File: config.mk
export PLATFORM = sky130hd
export DESIGN_NAME = svdm_engine
export DESIGN_NICKNAME = d
export VERILOG_FILES = /design/src/svdm_pkg.sv /design/src/svdm_engine.sv
export VERILOG_INCLUDE_DIRS = /design/src
export SDC_FILE = /design/constraint.sdc
export NUM_CORES = 1
export LEC_CHECK = 0
export BUFFER_PORTS_ARGS = -buffer_cell sky130_fd_sc_hd__buf_2
export CAP_MARGIN = 20
export CORE_UTILIZATION = 35
export DETAILED_ROUTE_END_ITERATION = 16
export SYNTH_ARGS = -nofsm -noshare
export SYNTH_HDL_FRONTEND = slang
export SYNTH_SLANG_ARGS = --single-unit
File: constraint.sdc
create_clock -name mclk -period 2.4 [get_ports mclk]
set_clock_uncertainty 0.15 [all_clocks]
set_input_delay 0.24 -clock mclk [delete_from_list [all_inputs] [get_ports mclk]]
set_output_delay 0.24 -clock mclk [all_outputs]
set_load 0.02 [all_outputs]
File: src/svdm_map.svh
// Constants and the contract list of the structured VDM policy engine.
// Contract
// RULE1: UFP in Ready, Discover Identity request arrives: enter get-identity, ask manager for identity.
// RULE2: Identity data supplied: send Discover Identity ACK, then return to Ready.
// RULE3: UFP in Ready, Discover SVIDs request arrives: ask manager for SVID list.
// RULE4: SVID data supplied: send Discover SVIDs ACK, then return to Ready.
// RULE5: UFP in Ready, Discover Modes request arrives: ask manager for mode information.
// RULE6: Mode data supplied: send Discover Modes ACK, then return to Ready.
// RULE7: UFP in Ready, Enter Mode request: manager judges it and enters mode if acceptable.
// RULE8: Manager reports mode active: send Enter Mode ACK, then return to Ready.
// RULE9: Manager refuses entry: send Enter Mode NAK with manager content, then Ready.
// RULE10: UFP in Ready, Exit Mode request: direct manager to leave the named mode.
// RULE11: Mode left: send Exit Mode ACK, then return to Ready.
// RULE12: Manager wants attention: send Attention request, then return to Ready.
// RULE13: DFP in Ready, manager asks identity discovery: send request, start response timer.
// RULE14: Identity ACK received: pass identity data to manager, then return to Ready.
// RULE15: Identity NAK, BUSY or timeout: report which outcome to manager, then Ready.
// RULE16: DFP in Ready, manager asks SVID discovery: send request, start response timer.
// RULE17: SVIDs ACK received while waiting: advance to SVIDs-acknowledged state.
// RULE18: SVIDs NAK, BUSY or timeout while waiting: go to SVIDs-refused state.
// RULE19: Acknowledged hands SVID data to manager; refused reports outcome; then Ready.
// RULE20: Return to the Ready state entered from; one exchange active at a time.
// RULE21: Cancel response timer on any ACK, NAK or BUSY to the outstanding request.
// RULE22: Partner answers each Discover request before the response timer expires.
`ifndef SVDM_MAP_SVH
`define SVDM_MAP_SVH
`define SVDM_RESP_TIME_MS   27
`define SVDM_CLK_HZ         25000000
`define SVDM_RESP_CYCLES    ((`SVDM_RESP_TIME_MS * `SVDM_CLK_HZ) / 1000)
`define SVDM_CMD_W          3
`define SVDM_CMD_IDENT      3'h1
`define SVDM_CMD_SVIDS      3'h2
`define SVDM_CMD_MODES      3'h3
`define SVDM_CMD_ENTER      3'h4
`define SVDM_CMD_EXIT       3'h5
`define SVDM_CMD_ATTN       3'h6
`define SVDM_RES_W          2
`define SVDM_RES_ACK        2'h0
`define SVDM_RES_NAK        2'h1
`define SVDM_RES_BUSY       2'h2
`define SVDM_RES_TMO        2'h3
`endif

File: src/svdm_pkg.sv
// Types of the structured VDM policy engine.
package svdm_pkg;
  typedef enum logic [12:0] {
    ST_READY     = 13'h0001,
    ST_UFP_GET   = 13'h0002,
    ST_UFP_SEND  = 13'h0004,
    ST_UFP_EVAL  = 13'h0008,
    ST_UFP_EACK  = 13'h0010,
    ST_UFP_ENAK  = 13'h0020,
    ST_UFP_EXIT  = 13'h0040,
    ST_UFP_XACK  = 13'h0080,
    ST_UFP_ATTN  = 13'h0100,
    ST_DFP_REQ   = 13'h0200,
    ST_DFP_WAIT  = 13'h0400,
    ST_DFP_ACKED = 13'h0800,
    ST_DFP_NAKED = 13'h1000
  } svdm_state_t;
  typedef struct packed {
    svdm_state_t state;
    logic        srcRole;
    logic [2:0]  cmd;
    logic [31:0] timer;
    logic [1:0]  result;
    logic        txValid;
    logic [2:0]  txCmd;
    logic [1:0]  txType;
    logic        dpmReq;
    logic        dpmInform;
    logic        busy;
  } svdm_regs_t;
endpackage : svdm_pkg

File: src/svdm_engine.sv
// Structured VDM policy-engine sequencer for UFP answers and DFP discovery.
`timescale 1ns/10ps
`default_nettype none
`include "svdm_map.svh"
module svdm_engine #(
  parameter int unsigned RESP_CYCLES = `SVDM_RESP_CYCLES
) (
  // Clock and reset.
  input  wire logic        mclk,
  input  wire logic        reset,
  // Port role and ready indication.
  input  wire logic        isUfp,
  input  wire logic        inSrcReady,
  input  wire logic        inSnkReady,
  // Received messages from the protocol layer.
  input  wire logic        rxValid,
  input  wire logic        rxIsReq,
  input  wire logic [2:0]  rxCmd,
  input  wire logic [1:0]  rxType,
  // Transmit request to the protocol layer.
  output logic             txValid,
  output logic [2:0]       txCmd,
  output logic [1:0]       txType,
  input  wire logic        txDone,
  // Device policy manager side.
  input  wire logic        dpmAttnReq,
  input  wire logic        dpmIdentReq,
  input  wire logic        dpmSvidsReq,
  output logic             dpmReq,
  output logic [2:0]       dpmCmd,
  input  wire logic        dpmDataReady,
  input  wire logic        dpmModeEntered,
  input  wire logic        dpmModeRefused,
  output logic             dpmInform,
  output logic [1:0]       dpmResult,
  input  wire logic        dpmAck,
  // Status.
  output logic             engineBusy,
  output logic             returnToSrc,
  output logic             timerRunning
);
  svdm_pkg::svdm_regs_t r_q;
  svdm_pkg::svdm_regs_t r_d;
  logic ready;
  logic respIn;
  logic idleTake;

  assign ready  = inSrcReady | inSnkReady;
  assign respIn = rxValid & ~rxIsReq & (rxCmd == r_q.cmd);
  assign idleTake = (r_q.state == svdm_pkg::ST_READY) & ready;

  always_comb begin
    r_d = r_q;
    if (r_q.timer != 32'h0) begin
      r_d.timer = r_q.timer - 32'h1;
    end
    unique case (r_q.state)
      svdm_pkg::ST_READY: begin
        r_d.busy = 1'b0;
        if (ready) begin
          r_d.srcRole = inSrcReady; // [RULE20]
          if (isUfp && rxValid && rxIsReq) begin
            r_d.cmd = rxCmd;
            r_d.busy = 1'b1;
            if (rxCmd == `SVDM_CMD_IDENT || rxCmd == `SVDM_CMD_SVIDS ||
                rxCmd == `SVDM_CMD_MODES) begin
              r_d.state = svdm_pkg::ST_UFP_GET; // [RULE1] [RULE3] [RULE5]
              r_d.dpmReq = 1'b1;
            end else if (rxCmd == `SVDM_CMD_ENTER) begin
              r_d.state = svdm_pkg::ST_UFP_EVAL; // [RULE7]
              r_d.dpmReq = 1'b1;
            end else if (rxCmd == `SVDM_CMD_EXIT) begin
              r_d.state = svdm_pkg::ST_UFP_EXIT; // [RULE10]
              r_d.dpmReq = 1'b1;
            end else begin
              r_d.busy = 1'b0;
            end
          end else if (isUfp && dpmAttnReq) begin
            r_d.cmd = `SVDM_CMD_ATTN;
            r_d.busy = 1'b1;
            r_d.state = svdm_pkg::ST_UFP_ATTN; // [RULE12]
            r_d.txValid = 1'b1;
            r_d.txCmd = `SVDM_CMD_ATTN;
            r_d.txType = `SVDM_RES_ACK;
          end else if (!isUfp && (dpmIdentReq || dpmSvidsReq)) begin
            r_d.cmd = dpmIdentReq ? `SVDM_CMD_IDENT : `SVDM_CMD_SVIDS;
            r_d.busy = 1'b1;
            r_d.state = svdm_pkg::ST_DFP_REQ; // [RULE13] [RULE16]
            r_d.txValid = 1'b1;
            r_d.txCmd = dpmIdentReq ? `SVDM_CMD_IDENT : `SVDM_CMD_SVIDS;
            r_d.txType = `SVDM_RES_ACK;
          end
        end
      end
      svdm_pkg::ST_UFP_GET: begin
        if (dpmDataReady) begin
          r_d.dpmReq = 1'b0;
          r_d.state = svdm_pkg::ST_UFP_SEND; // [RULE2] [RULE4] [RULE6]
          r_d.txValid = 1'b1;
          r_d.txCmd = r_q.cmd;
          r_d.txType = `SVDM_RES_ACK;
        end
      end
      svdm_pkg::ST_UFP_EVAL: begin
        if (dpmModeEntered) begin
          r_d.dpmReq = 1'b0;
          r_d.state = svdm_pkg::ST_UFP_EACK; // [RULE8]
          r_d.txValid = 1'b1;
          r_d.txCmd = `SVDM_CMD_ENTER;
          r_d.txType = `SVDM_RES_ACK;
        end else if (dpmModeRefused) begin
          r_d.dpmReq = 1'b0;
          r_d.state = svdm_pkg::ST_UFP_ENAK; // [RULE9]
          r_d.txValid = 1'b1;
          r_d.txCmd = `SVDM_CMD_ENTER;
          r_d.txType = `SVDM_RES_NAK;
        end
      end
      svdm_pkg::ST_UFP_EXIT: begin
        if (dpmDataReady) begin
          r_d.dpmReq = 1'b0;
          r_d.state = svdm_pkg::ST_UFP_XACK; // [RULE11]
          r_d.txValid = 1'b1;
          r_d.txCmd = `SVDM_CMD_EXIT;
          r_d.txType = `SVDM_RES_ACK;
        end
      end
      svdm_pkg::ST_UFP_SEND, svdm_pkg::ST_UFP_EACK, svdm_pkg::ST_UFP_ENAK,
      svdm_pkg::ST_UFP_XACK, svdm_pkg::ST_UFP_ATTN: begin
        if (txDone) begin
          r_d.txValid = 1'b0;
          r_d.busy = 1'b0;
          r_d.state = svdm_pkg::ST_READY; // [RULE2] [RULE12] [RULE20]
        end
      end
      svdm_pkg::ST_DFP_REQ: begin
        if (txDone) begin
          r_d.txValid = 1'b0;
          r_d.timer = RESP_CYCLES; // [RULE13] [RULE16]
          r_d.state = svdm_pkg::ST_DFP_WAIT;
        end
      end
      svdm_pkg::ST_DFP_WAIT: begin
        if (respIn) begin
          r_d.timer = 32'h0; // [RULE21]
          r_d.result = rxType;
          r_d.dpmInform = 1'b1;
          if (rxType == `SVDM_RES_ACK) begin
            r_d.state = svdm_pkg::ST_DFP_ACKED; // [RULE14] [RULE17]
          end else begin
            r_d.state = svdm_pkg::ST_DFP_NAKED; // [RULE15] [RULE18]
          end
        end else if (r_q.timer == 32'h1) begin
          r_d.result = `SVDM_RES_TMO; // [RULE15] [RULE18]
          r_d.dpmInform = 1'b1;
          r_d.state = svdm_pkg::ST_DFP_NAKED;
        end
      end
      svdm_pkg::ST_DFP_ACKED, svdm_pkg::ST_DFP_NAKED: begin
        if (dpmAck) begin
          r_d.dpmInform = 1'b0;
          r_d.busy = 1'b0;
          r_d.state = svdm_pkg::ST_READY; // [RULE19] [RULE20]
        end
      end
      default: begin
        r_d.state = svdm_pkg::ST_READY;
      end
    endcase
  end

  always_ff @(posedge mclk or posedge reset) begin
    if (reset) begin
      r_q <= '{state: svdm_pkg::ST_READY, default: '0};
    end else begin
      r_q <= r_d;
    end
  end

  assign txValid      = r_q.txValid;
  assign txCmd        = r_q.txCmd;
  assign txType       = r_q.txType;
  assign dpmReq       = r_q.dpmReq;
  assign dpmCmd       = r_q.cmd;
  assign dpmInform    = r_q.dpmInform;
  assign dpmResult    = r_q.result;
  assign engineBusy   = r_q.busy;
  assign returnToSrc  = r_q.srcRole;
  assign timerRunning = (r_q.timer != 32'h0);

  property p_ufp_get;
    @(posedge mclk) disable iff (reset)
      (r_q.state == svdm_pkg::ST_READY && ready && isUfp && rxValid && rxIsReq &&
       rxCmd == `SVDM_CMD_IDENT) |=> (dpmReq && r_q.state == svdm_pkg::ST_UFP_GET);
  endproperty
  a_ufp_get: assert property (p_ufp_get) else $error("identity request not forwarded"); // [RULE1]

  property p_ufp_ack;
    @(posedge mclk) disable iff (reset)
      (r_q.state == svdm_pkg::ST_UFP_GET && dpmDataReady)
        |=> (txValid && txType == `SVDM_RES_ACK && txCmd == $past(r_q.cmd));
  endproperty
  a_ufp_ack: assert property (p_ufp_ack) else $error("discover ACK not sent"); // [RULE2]

  property p_enter_nak;
    @(posedge mclk) disable iff (reset)
      (r_q.state == svdm_pkg::ST_UFP_EVAL && !dpmModeEntered && dpmModeRefused)
        |=> (txValid && txType == `SVDM_RES_NAK && txCmd == `SVDM_CMD_ENTER);
  endproperty
  a_enter_nak: assert property (p_enter_nak) else $error("enter NAK not sent"); // [RULE9]

  property p_enter_ack;
    @(posedge mclk) disable iff (reset)
      (r_q.state == svdm_pkg::ST_UFP_EVAL && dpmModeEntered)
        |=> (txValid && txType == `SVDM_RES_ACK && txCmd == `SVDM_CMD_ENTER);
  endproperty
  a_enter_ack: assert property (p_enter_ack) else $error("enter ACK not sent"); // [RULE8]

  property p_tx_ret;
    @(posedge mclk) disable iff (reset)
      (txValid && txDone && r_q.state != svdm_pkg::ST_DFP_REQ)
        |=> (r_q.state == svdm_pkg::ST_READY && !txValid);
  endproperty
  a_tx_ret: assert property (p_tx_ret) else $error("no return to ready"); // [RULE11]

  property p_timer_start;
    @(posedge mclk) disable iff (reset)
      (r_q.state == svdm_pkg::ST_DFP_REQ && txDone) |=> (r_q.timer == RESP_CYCLES);
  endproperty
  a_timer_start: assert property (p_timer_start) else $error("timer not started"); // [RULE13]

  property p_cancel;
    @(posedge mclk) disable iff (reset)
      (r_q.state == svdm_pkg::ST_DFP_WAIT && respIn) |=> (!timerRunning && dpmInform);
  endproperty
  a_cancel: assert property (p_cancel) else $error("timer not cancelled"); // [RULE21]

  property p_timeout;
    @(posedge mclk) disable iff (reset)
      (r_q.state == svdm_pkg::ST_DFP_WAIT && !respIn && r_q.timer == 32'h1)
        |=> (r_q.state == svdm_pkg::ST_DFP_NAKED && dpmResult == `SVDM_RES_TMO);
  endproperty
  a_timeout: assert property (p_timeout) else $error("timeout not reported"); // [RULE18]

  property p_inform_ret;
    @(posedge mclk) disable iff (reset)
      (dpmInform && dpmAck) |=> (r_q.state == svdm_pkg::ST_READY && !dpmInform);
  endproperty
  a_inform_ret: assert property (p_inform_ret) else $error("no ready after inform"); // [RULE19]

  property p_single;
    @(posedge mclk) disable iff (reset)
      (r_q.state != svdm_pkg::ST_READY) |-> engineBusy;
  endproperty
  a_single: assert property (p_single) else $error("busy not shown"); // [RULE20]

  property p_ufp_svids;
    @(posedge mclk) disable iff (reset)
      (idleTake && isUfp && rxValid && rxIsReq && rxCmd == `SVDM_CMD_SVIDS)
        |=> (dpmReq && dpmCmd == `SVDM_CMD_SVIDS && r_q.state == svdm_pkg::ST_UFP_GET);
  endproperty
  a_ufp_svids: assert property (p_ufp_svids) else $error("SVID request not forwarded"); // [RULE3]

  property p_ufp_modes;
    @(posedge mclk) disable iff (reset)
      (idleTake && isUfp && rxValid && rxIsReq && rxCmd == `SVDM_CMD_MODES)
        |=> (dpmReq && dpmCmd == `SVDM_CMD_MODES && r_q.state == svdm_pkg::ST_UFP_GET);
  endproperty
  a_ufp_modes: assert property (p_ufp_modes) else $error("mode request not forwarded"); // [RULE5]

  property p_ufp_eval;
    @(posedge mclk) disable iff (reset)
      (idleTake && isUfp && rxValid && rxIsReq && rxCmd == `SVDM_CMD_ENTER)
        |=> (dpmReq && dpmCmd == `SVDM_CMD_ENTER && r_q.state == svdm_pkg::ST_UFP_EVAL);
  endproperty
  a_ufp_eval: assert property (p_ufp_eval) else $error("enter request not judged"); // [RULE7]

  property p_ufp_exit;
    @(posedge mclk) disable iff (reset)
      (idleTake && isUfp && rxValid && rxIsReq && rxCmd == `SVDM_CMD_EXIT)
        |=> (dpmReq && dpmCmd == `SVDM_CMD_EXIT && r_q.state == svdm_pkg::ST_UFP_EXIT);
  endproperty
  a_ufp_exit: assert property (p_ufp_exit) else $error("exit request not forwarded"); // [RULE10]

  property p_exit_ack;
    @(posedge mclk) disable iff (reset)
      (r_q.state == svdm_pkg::ST_UFP_EXIT && dpmDataReady)
        |=> (txValid && txType == `SVDM_RES_ACK && txCmd == `SVDM_CMD_EXIT);
  endproperty
  a_exit_ack: assert property (p_exit_ack) else $error("exit ACK not sent"); // [RULE11]

  property p_attn;
    @(posedge mclk) disable iff (reset)
      (idleTake && isUfp && !(rxValid && rxIsReq) && dpmAttnReq)
        |=> (txValid && txCmd == `SVDM_CMD_ATTN && r_q.state == svdm_pkg::ST_UFP_ATTN);
  endproperty
  a_attn: assert property (p_attn) else $error("attention not sent"); // [RULE12]

  property p_dfp_ident;
    @(posedge mclk) disable iff (reset)
      (idleTake && !isUfp && dpmIdentReq)
        |=> (txValid && txCmd == `SVDM_CMD_IDENT && r_q.state == svdm_pkg::ST_DFP_REQ);
  endproperty
  a_dfp_ident: assert property (p_dfp_ident) else $error("identity request not sent"); // [RULE13]

  property p_dfp_svids;
    @(posedge mclk) disable iff (reset)
      (idleTake && !isUfp && !dpmIdentReq && dpmSvidsReq)
        |=> (txValid && txCmd == `SVDM_CMD_SVIDS && r_q.state == svdm_pkg::ST_DFP_REQ);
  endproperty
  a_dfp_svids: assert property (p_dfp_svids) else $error("SVID request not sent"); // [RULE16]

  property p_ident_acked;
    @(posedge mclk) disable iff (reset)
      (r_q.state == svdm_pkg::ST_DFP_WAIT && respIn && rxType == `SVDM_RES_ACK &&
       r_q.cmd == `SVDM_CMD_IDENT) |=> (r_q.state == svdm_pkg::ST_DFP_ACKED && dpmInform);
  endproperty
  a_ident_acked: assert property (p_ident_acked) else $error("identity not passed on"); // [RULE14]

  property p_svids_acked;
    @(posedge mclk) disable iff (reset)
      (r_q.state == svdm_pkg::ST_DFP_WAIT && respIn && rxType == `SVDM_RES_ACK &&
       r_q.cmd == `SVDM_CMD_SVIDS) |=> (r_q.state == svdm_pkg::ST_DFP_ACKED && dpmInform);
  endproperty
  a_svids_acked: assert property (p_svids_acked) else $error("SVID ACK not taken"); // [RULE17]

  property p_dfp_refused;
    @(posedge mclk) disable iff (reset)
      (r_q.state == svdm_pkg::ST_DFP_WAIT && respIn && rxType != `SVDM_RES_ACK)
        |=> (r_q.state == svdm_pkg::ST_DFP_NAKED && dpmInform && dpmResult == $past(rxType));
  endproperty
  a_dfp_refused: assert property (p_dfp_refused) else $error("refusal not reported"); // [RULE15]

  property p_tx_hold;
    @(posedge mclk) disable iff (reset) (txValid && !txDone) |=> txValid;
  endproperty
  a_tx_hold: assert property (p_tx_hold) else $error("transmit request dropped"); // [RULE2]

  property p_inform_hold;
    @(posedge mclk) disable iff (reset) (dpmInform && !dpmAck) |=> dpmInform;
  endproperty
  a_inform_hold: assert property (p_inform_hold) else $error("result dropped early"); // [RULE19]

  property p_role_kept;
    @(posedge mclk) disable iff (reset) (r_q.state != svdm_pkg::ST_READY) |=> $stable(returnToSrc);
  endproperty
  a_role_kept: assert property (p_role_kept) else $error("ready role changed"); // [RULE20]

  property p_timer_idle;
    @(posedge mclk) disable iff (reset) (r_q.state != svdm_pkg::ST_DFP_WAIT) |-> !timerRunning;
  endproperty
  a_timer_idle: assert property (p_timer_idle) else $error("timer left running"); // [RULE21]

  c_ident: cover property (@(posedge mclk) disable iff (reset)
    r_q.state == svdm_pkg::ST_UFP_SEND && txDone);
  c_nak: cover property (@(posedge mclk) disable iff (reset)
    r_q.state == svdm_pkg::ST_UFP_ENAK);
  c_dfp_ack: cover property (@(posedge mclk) disable iff (reset)
    r_q.state == svdm_pkg::ST_DFP_ACKED);
  c_tmo: cover property (@(posedge mclk) disable iff (reset)
    r_q.state == svdm_pkg::ST_DFP_NAKED && dpmResult == `SVDM_RES_TMO);
endmodule : svdm_engine
`default_nettype wire

# Word-level counts from Yosys, hierarchy flattened
# Cells that the tools add are included.
[word_totals]
ff_bits = 60
inputBits = 20
output_inout_bits = 16
word_cells = 134
[classes]
addsub = 1
eq_ne = 35
n_mux = 55
bitwise = 4
reduce_logical = 28
[ops]
columns = ["op", "n"]
rows = [
  ["$mux 13", 16],
  ["$pmux 13 s8", 1],
  ["$mux 32", 3],
  ["$pmux 32 s2", 1],
  ["$mux 7", 5],
  ["$eq 32x1->1 const B", 1],
  ["$reduce_bool 32->1", 1],
  ["$sub 32x1->32 const B", 1],
  ["$pmux 6 s4", 1],
  ["$mux 6", 3],
  ["$mux 17", 1],
  ["$mux 1", 14],
  ["$ne 2x2->1 const B", 7],
  ["$reduce_and 7->1", 2],
  ["$eq 13x1->1 const B", 1],
  ["$eq 13x10->1 const B", 1],
  ["$eq 13x11->1 const B", 1],
  ["$eq 13x12->1 const B", 1],
  ["$eq 13x13->1 const B", 1],
  ["$eq 13x2->1 const B", 1],
  ["$eq 13x3->1 const B", 1],
  ["$eq 13x4->1 const B", 1],
  ["$eq 13x5->1 const B", 1],
  ["$eq 13x6->1 const B", 1],
  ["other kinds (35)", 56],
]

# Logic depth before layout (Yosys ltp)
[logic_depth]
word_depth = 7
ltp_mapped = 8
depth_no_buf = 8

# Worst setup path before layout
# Ideal clock, no wire load.
[synth_path]
kind = "register -> register"
startpoint = "register r_q[34] (netlist name)"
endpoint = "register r_q[49] (netlist name)"
arrival_time_ns = 2.248
required_ns = 2.125
setup_slack_ns = -0.123
path_stages_with_launch = 8
path_buffers = 1
synth_period_minus_slack_ns = 2.523
cell_sequence = "dfrtp_1 or4_4 and4b_1 a311oi_1 nor4_2 and2_1 buf_6 mux2_4"
[synth_via]
elab_chain_len = 3
[synth_lines]
columns = ["item", "line", "source"]
rows = [
  ["start: declaration", "svdm_engine.sv:42", "svdm_pkg::svdm_regs_t r_q;"],
  ["start signal: assignment", "svdm_engine.sv:176", "r_q <= r_d;"],
  ["$eq 32x1->1", "svdm_engine.sv:153", "end else if (r_q.timer == 32'h1) begin"],
  ["$ne 3x3->1 (no line)", "-", ""],
  ["$reduce_and 10->1 (no line)", "-", ""],
]
# No other way between the ends.
# A chain may end at the register's enable or synchronous reset.

# Worst setup path after layout
[layout_path]
startpoint = "register r_q[34] (netlist name)"
endpoint = "output timerRunning"
[layout_via]
elab_chain_len = 1
[layout_lines]
columns = ["item", "line", "source"]
rows = [
  ["$reduce_bool 32->1", "svdm_engine.sv:189", "assign timerRunning = (r_q.timer != 32'h0);"],
  ["end: declaration", "svdm_engine.sv:40", "output logic timerRunning"],
]
# No other way between the ends.

==> metrics.txt <==
status=finished with violations; failing checks=setup timing; most common cell in the netlist=dfrtp_1; GR peak layer=met2; placed cell area=4085 µm²; Worst path max stage delay=0.55 ns; top cells by area, synth=dfrtp_1, xnor2_1, nor2_1, nor4_1, o21ai_0; Nets=491; area of the core=9415 µm²; Worst Path Required=2.01 ns; number of routed nets with antenna violations=0; sequential-to-total area share from yosys stat=42.73%; EDFF count, synth=0; Setup CP Type=flop to output pin; CTS Buf Count=9; H-tree depth=3; Hold Crit Class=input port to flop; Tmin final=2.416 ns; final instance area=4507 µm²; Syn Std Cell Area=3458 µm²; synth cell count leaders=dfrtp_1, nor2_1, nand2_1; Site Rows=35; area leader, netlist=dfrtp_1; port bufs=34; kind of start point of the critical path=flop; PwrDens=1004 nW/µm²; Crit Path Max Fanout=8; Vias=3,067; Non-Filler Instances=601; syn_nets=404; WL per Instance=14.87 µm; CTS tree=yes; Antenna Cells=0; synthesized instance count=381; GRT overflow=0; DP Cell Count=575; yosys warns=0; Clk Latency, worst-skew pair=0.34 ns; initial DRC count=159; Starting Density=36.73%; FMAX=0.4139 GHz; first-pass GRT wire length=14,880 µm; area grow syn2layout=30.32%; Yosys reg bits=59; CP Capture Type=output pin; post-route clock period utilization=100.7%; critical path buffer and inverter count=2; largest net degree at the start of global routing=29; top_reg_cell synth=dfrtp_1; Max IR drop VDD=0.5466 mV; RSZ-0062 raised after global routing=yes; detailed placement HPWL=6337 µm; initial antenna violation count=0; static leakage=0.001963 µW; MaxCap Viol Count=0; drt via density=5.103; Setup TNS=-0.01622 ns; maximum clock path buffer count=2; 1st-pass router iterations=4; Top Ports=36; actual slew at the worst max-slew pin=0.5775 ns; Final Setup Violations=1; share of cells above drive strength 1=31.99%; met3 usage=4.555%; CTS sink cnt=59; CTS Root Cell=clkbuf_8; syn_area_per_cell=9.077 µm²; Die X-Extent=101.4 µm; delay-heaviest family, CP=simple AND/OR/NAND/NOR gates; Fin. Hold Viols=0; DIE AREA=10,280 µm²; DP Worst Slack=-0.08250 ns; Slowest-stage cell, CP=or4_4; worst path arrival time=2.03 ns; Global Route met1 Usage=22.50%; top cell type's share of synthesized area=41.97%; DRC violations left=0; RePlAce Congestion=0.9369; worst-path cell chain=or4_4 > nand4b_1 > nor3_2 > inv_2 > buf_6; final WL=8934 µm; Clock transition at path regs=0.06 ns; post-route setup slack=-0.01622 ns; Synth async-reset ratio=100.0%; pins over their slew limit=0; met2 Use GR=33.07%; Unique masters post-synth=61; Rel. slew slack=61.44%; die span in y=101.4 µm; number of global-route vias before repair=3,167; GRT Resource Usage Total=18.83%
flip-flops by register name, summed over array words and instances (netlist names):
signal / cells
dpmReq: 1
txValid: 1
engineBusy: 1
txCmd: 3
dpmCmd: 3
txType: 1
returnToSrc: 1
dpmInform: 1
r_q: 45
dpmResult: 2
worst reg2reg max path, stage by stage (launching register included):
cell	delay, ns
dfrtp_1	0.46
or4_4	0.53
buf_6	0.15
or4_4	0.52
o31ai_4	0.20
a22oi_2	0.10
nor2_1	0.11
a21oi_1	0.07
where the power goes:
group	switching (µW)	internal (µW)	total (µW)	leakage, µW
Clock	380	450	830	0.0000953
Sequential	310	1330	1640	0.000734
Combinational	1020	1030	2050	0.00113
Total	1710	2810	4530	0.00196
what timing repair did:
action	4_1_cts	5_1_grt
endpoints found under the hold margin	28	0
gates resized for setup	15	19
endpoints found under the setup margin	10	25
buffers inserted	6	3
pin swaps	9	5
hold buffers	5	0
final timing paths:
kind / from / endpoint / slack (ns) / depth (start not counted)
worst max-delay path: r_q[34]$_DFF_PP0_ / timerRunning / -0.02 / 5
worst min register to register: dpmResult[0]$_DFFE_PP0P_ / dpmResult[0]$_DFFE_PP0P_ / 0.34 / 1
min in group asynchronous: reset / r_q[58]$_DFFE_PP0P_ / 0.37 / 3
max in group asynchronous: reset / r_q[33]$_DFF_PP0_ / 1.07 / 4
worst max register to register: r_q[52]$_DFFE_PP0P_ / txCmd[2]$_DFFE_PP0P_ / 0 / 7
worst min-delay path: dpmModeEntered / r_q[51]$_DFFE_PP0P_ / 0.03 / 3
metal layers:
layer  vias up  part of all wire, %
met3        12                  3.5
li1       1520                    -
met1      1483                   44
met2        52                   51
met5         -                    0
met4         0                  1.8
kinds of logic (layout without fill, tap and decap cells):
family | count (synthesis) | after routing | share of synthesized area [%]
other cells | 1 | 1 | 0.1084
simple gates | 173 | 173 | 26.74
fa+ha+maj | 3 | 3 | 1.085
compound gates | 65 | 65 | 12.05
xor+xnor | 35 | 35 | 8.864
mux | 8 | 8 | 3.003
buf+inv | 37 | 128 | 5.427
flops | 59 | 59 | 42.73
final cells by class:
cell class	instances	area [µm²]
Clock buffer	13	168.9
Timing Repair Buffer	99	708.2
Multi-Input combinational cell	285	1927
Sequential cell	59	1479
Fill cell	903	4908
Tap cell	129	161.4
Clock inverter	2	10.01
Inverter	14	52.55
through the flow:
step           total power [µW]  util [%]  hold WS, ns
2_1_floorplan              2888         -       0.1747
3_3_place_gp               3502     43.39       0.1872
3_5_place_dp               3538     43.39       0.1861
4_1_cts                    4505     47.06      0.02384
5_1_grt                    4865     47.87      0.04134
6_report                   4526     47.87      0.02615
placed cells by master, fill, tap and decap left out, types with 16 or more instances in the layout:
| cell | synthesis | layout |
|---|---|---|
| xnor2_1 | 24 | 24 |
| o21ai_0 | 22 | 22 |
| buf_4 | 10 | 54 |
| nor4_1 | 19 | 16 |
| dfrtp_1 | 58 | 57 |
| nand2_1 | 28 | 27 |
| nor2_1 | 51 | 51 |
| buf_2 | 3 | 33 |
Power figures use the tool's default switching activity.
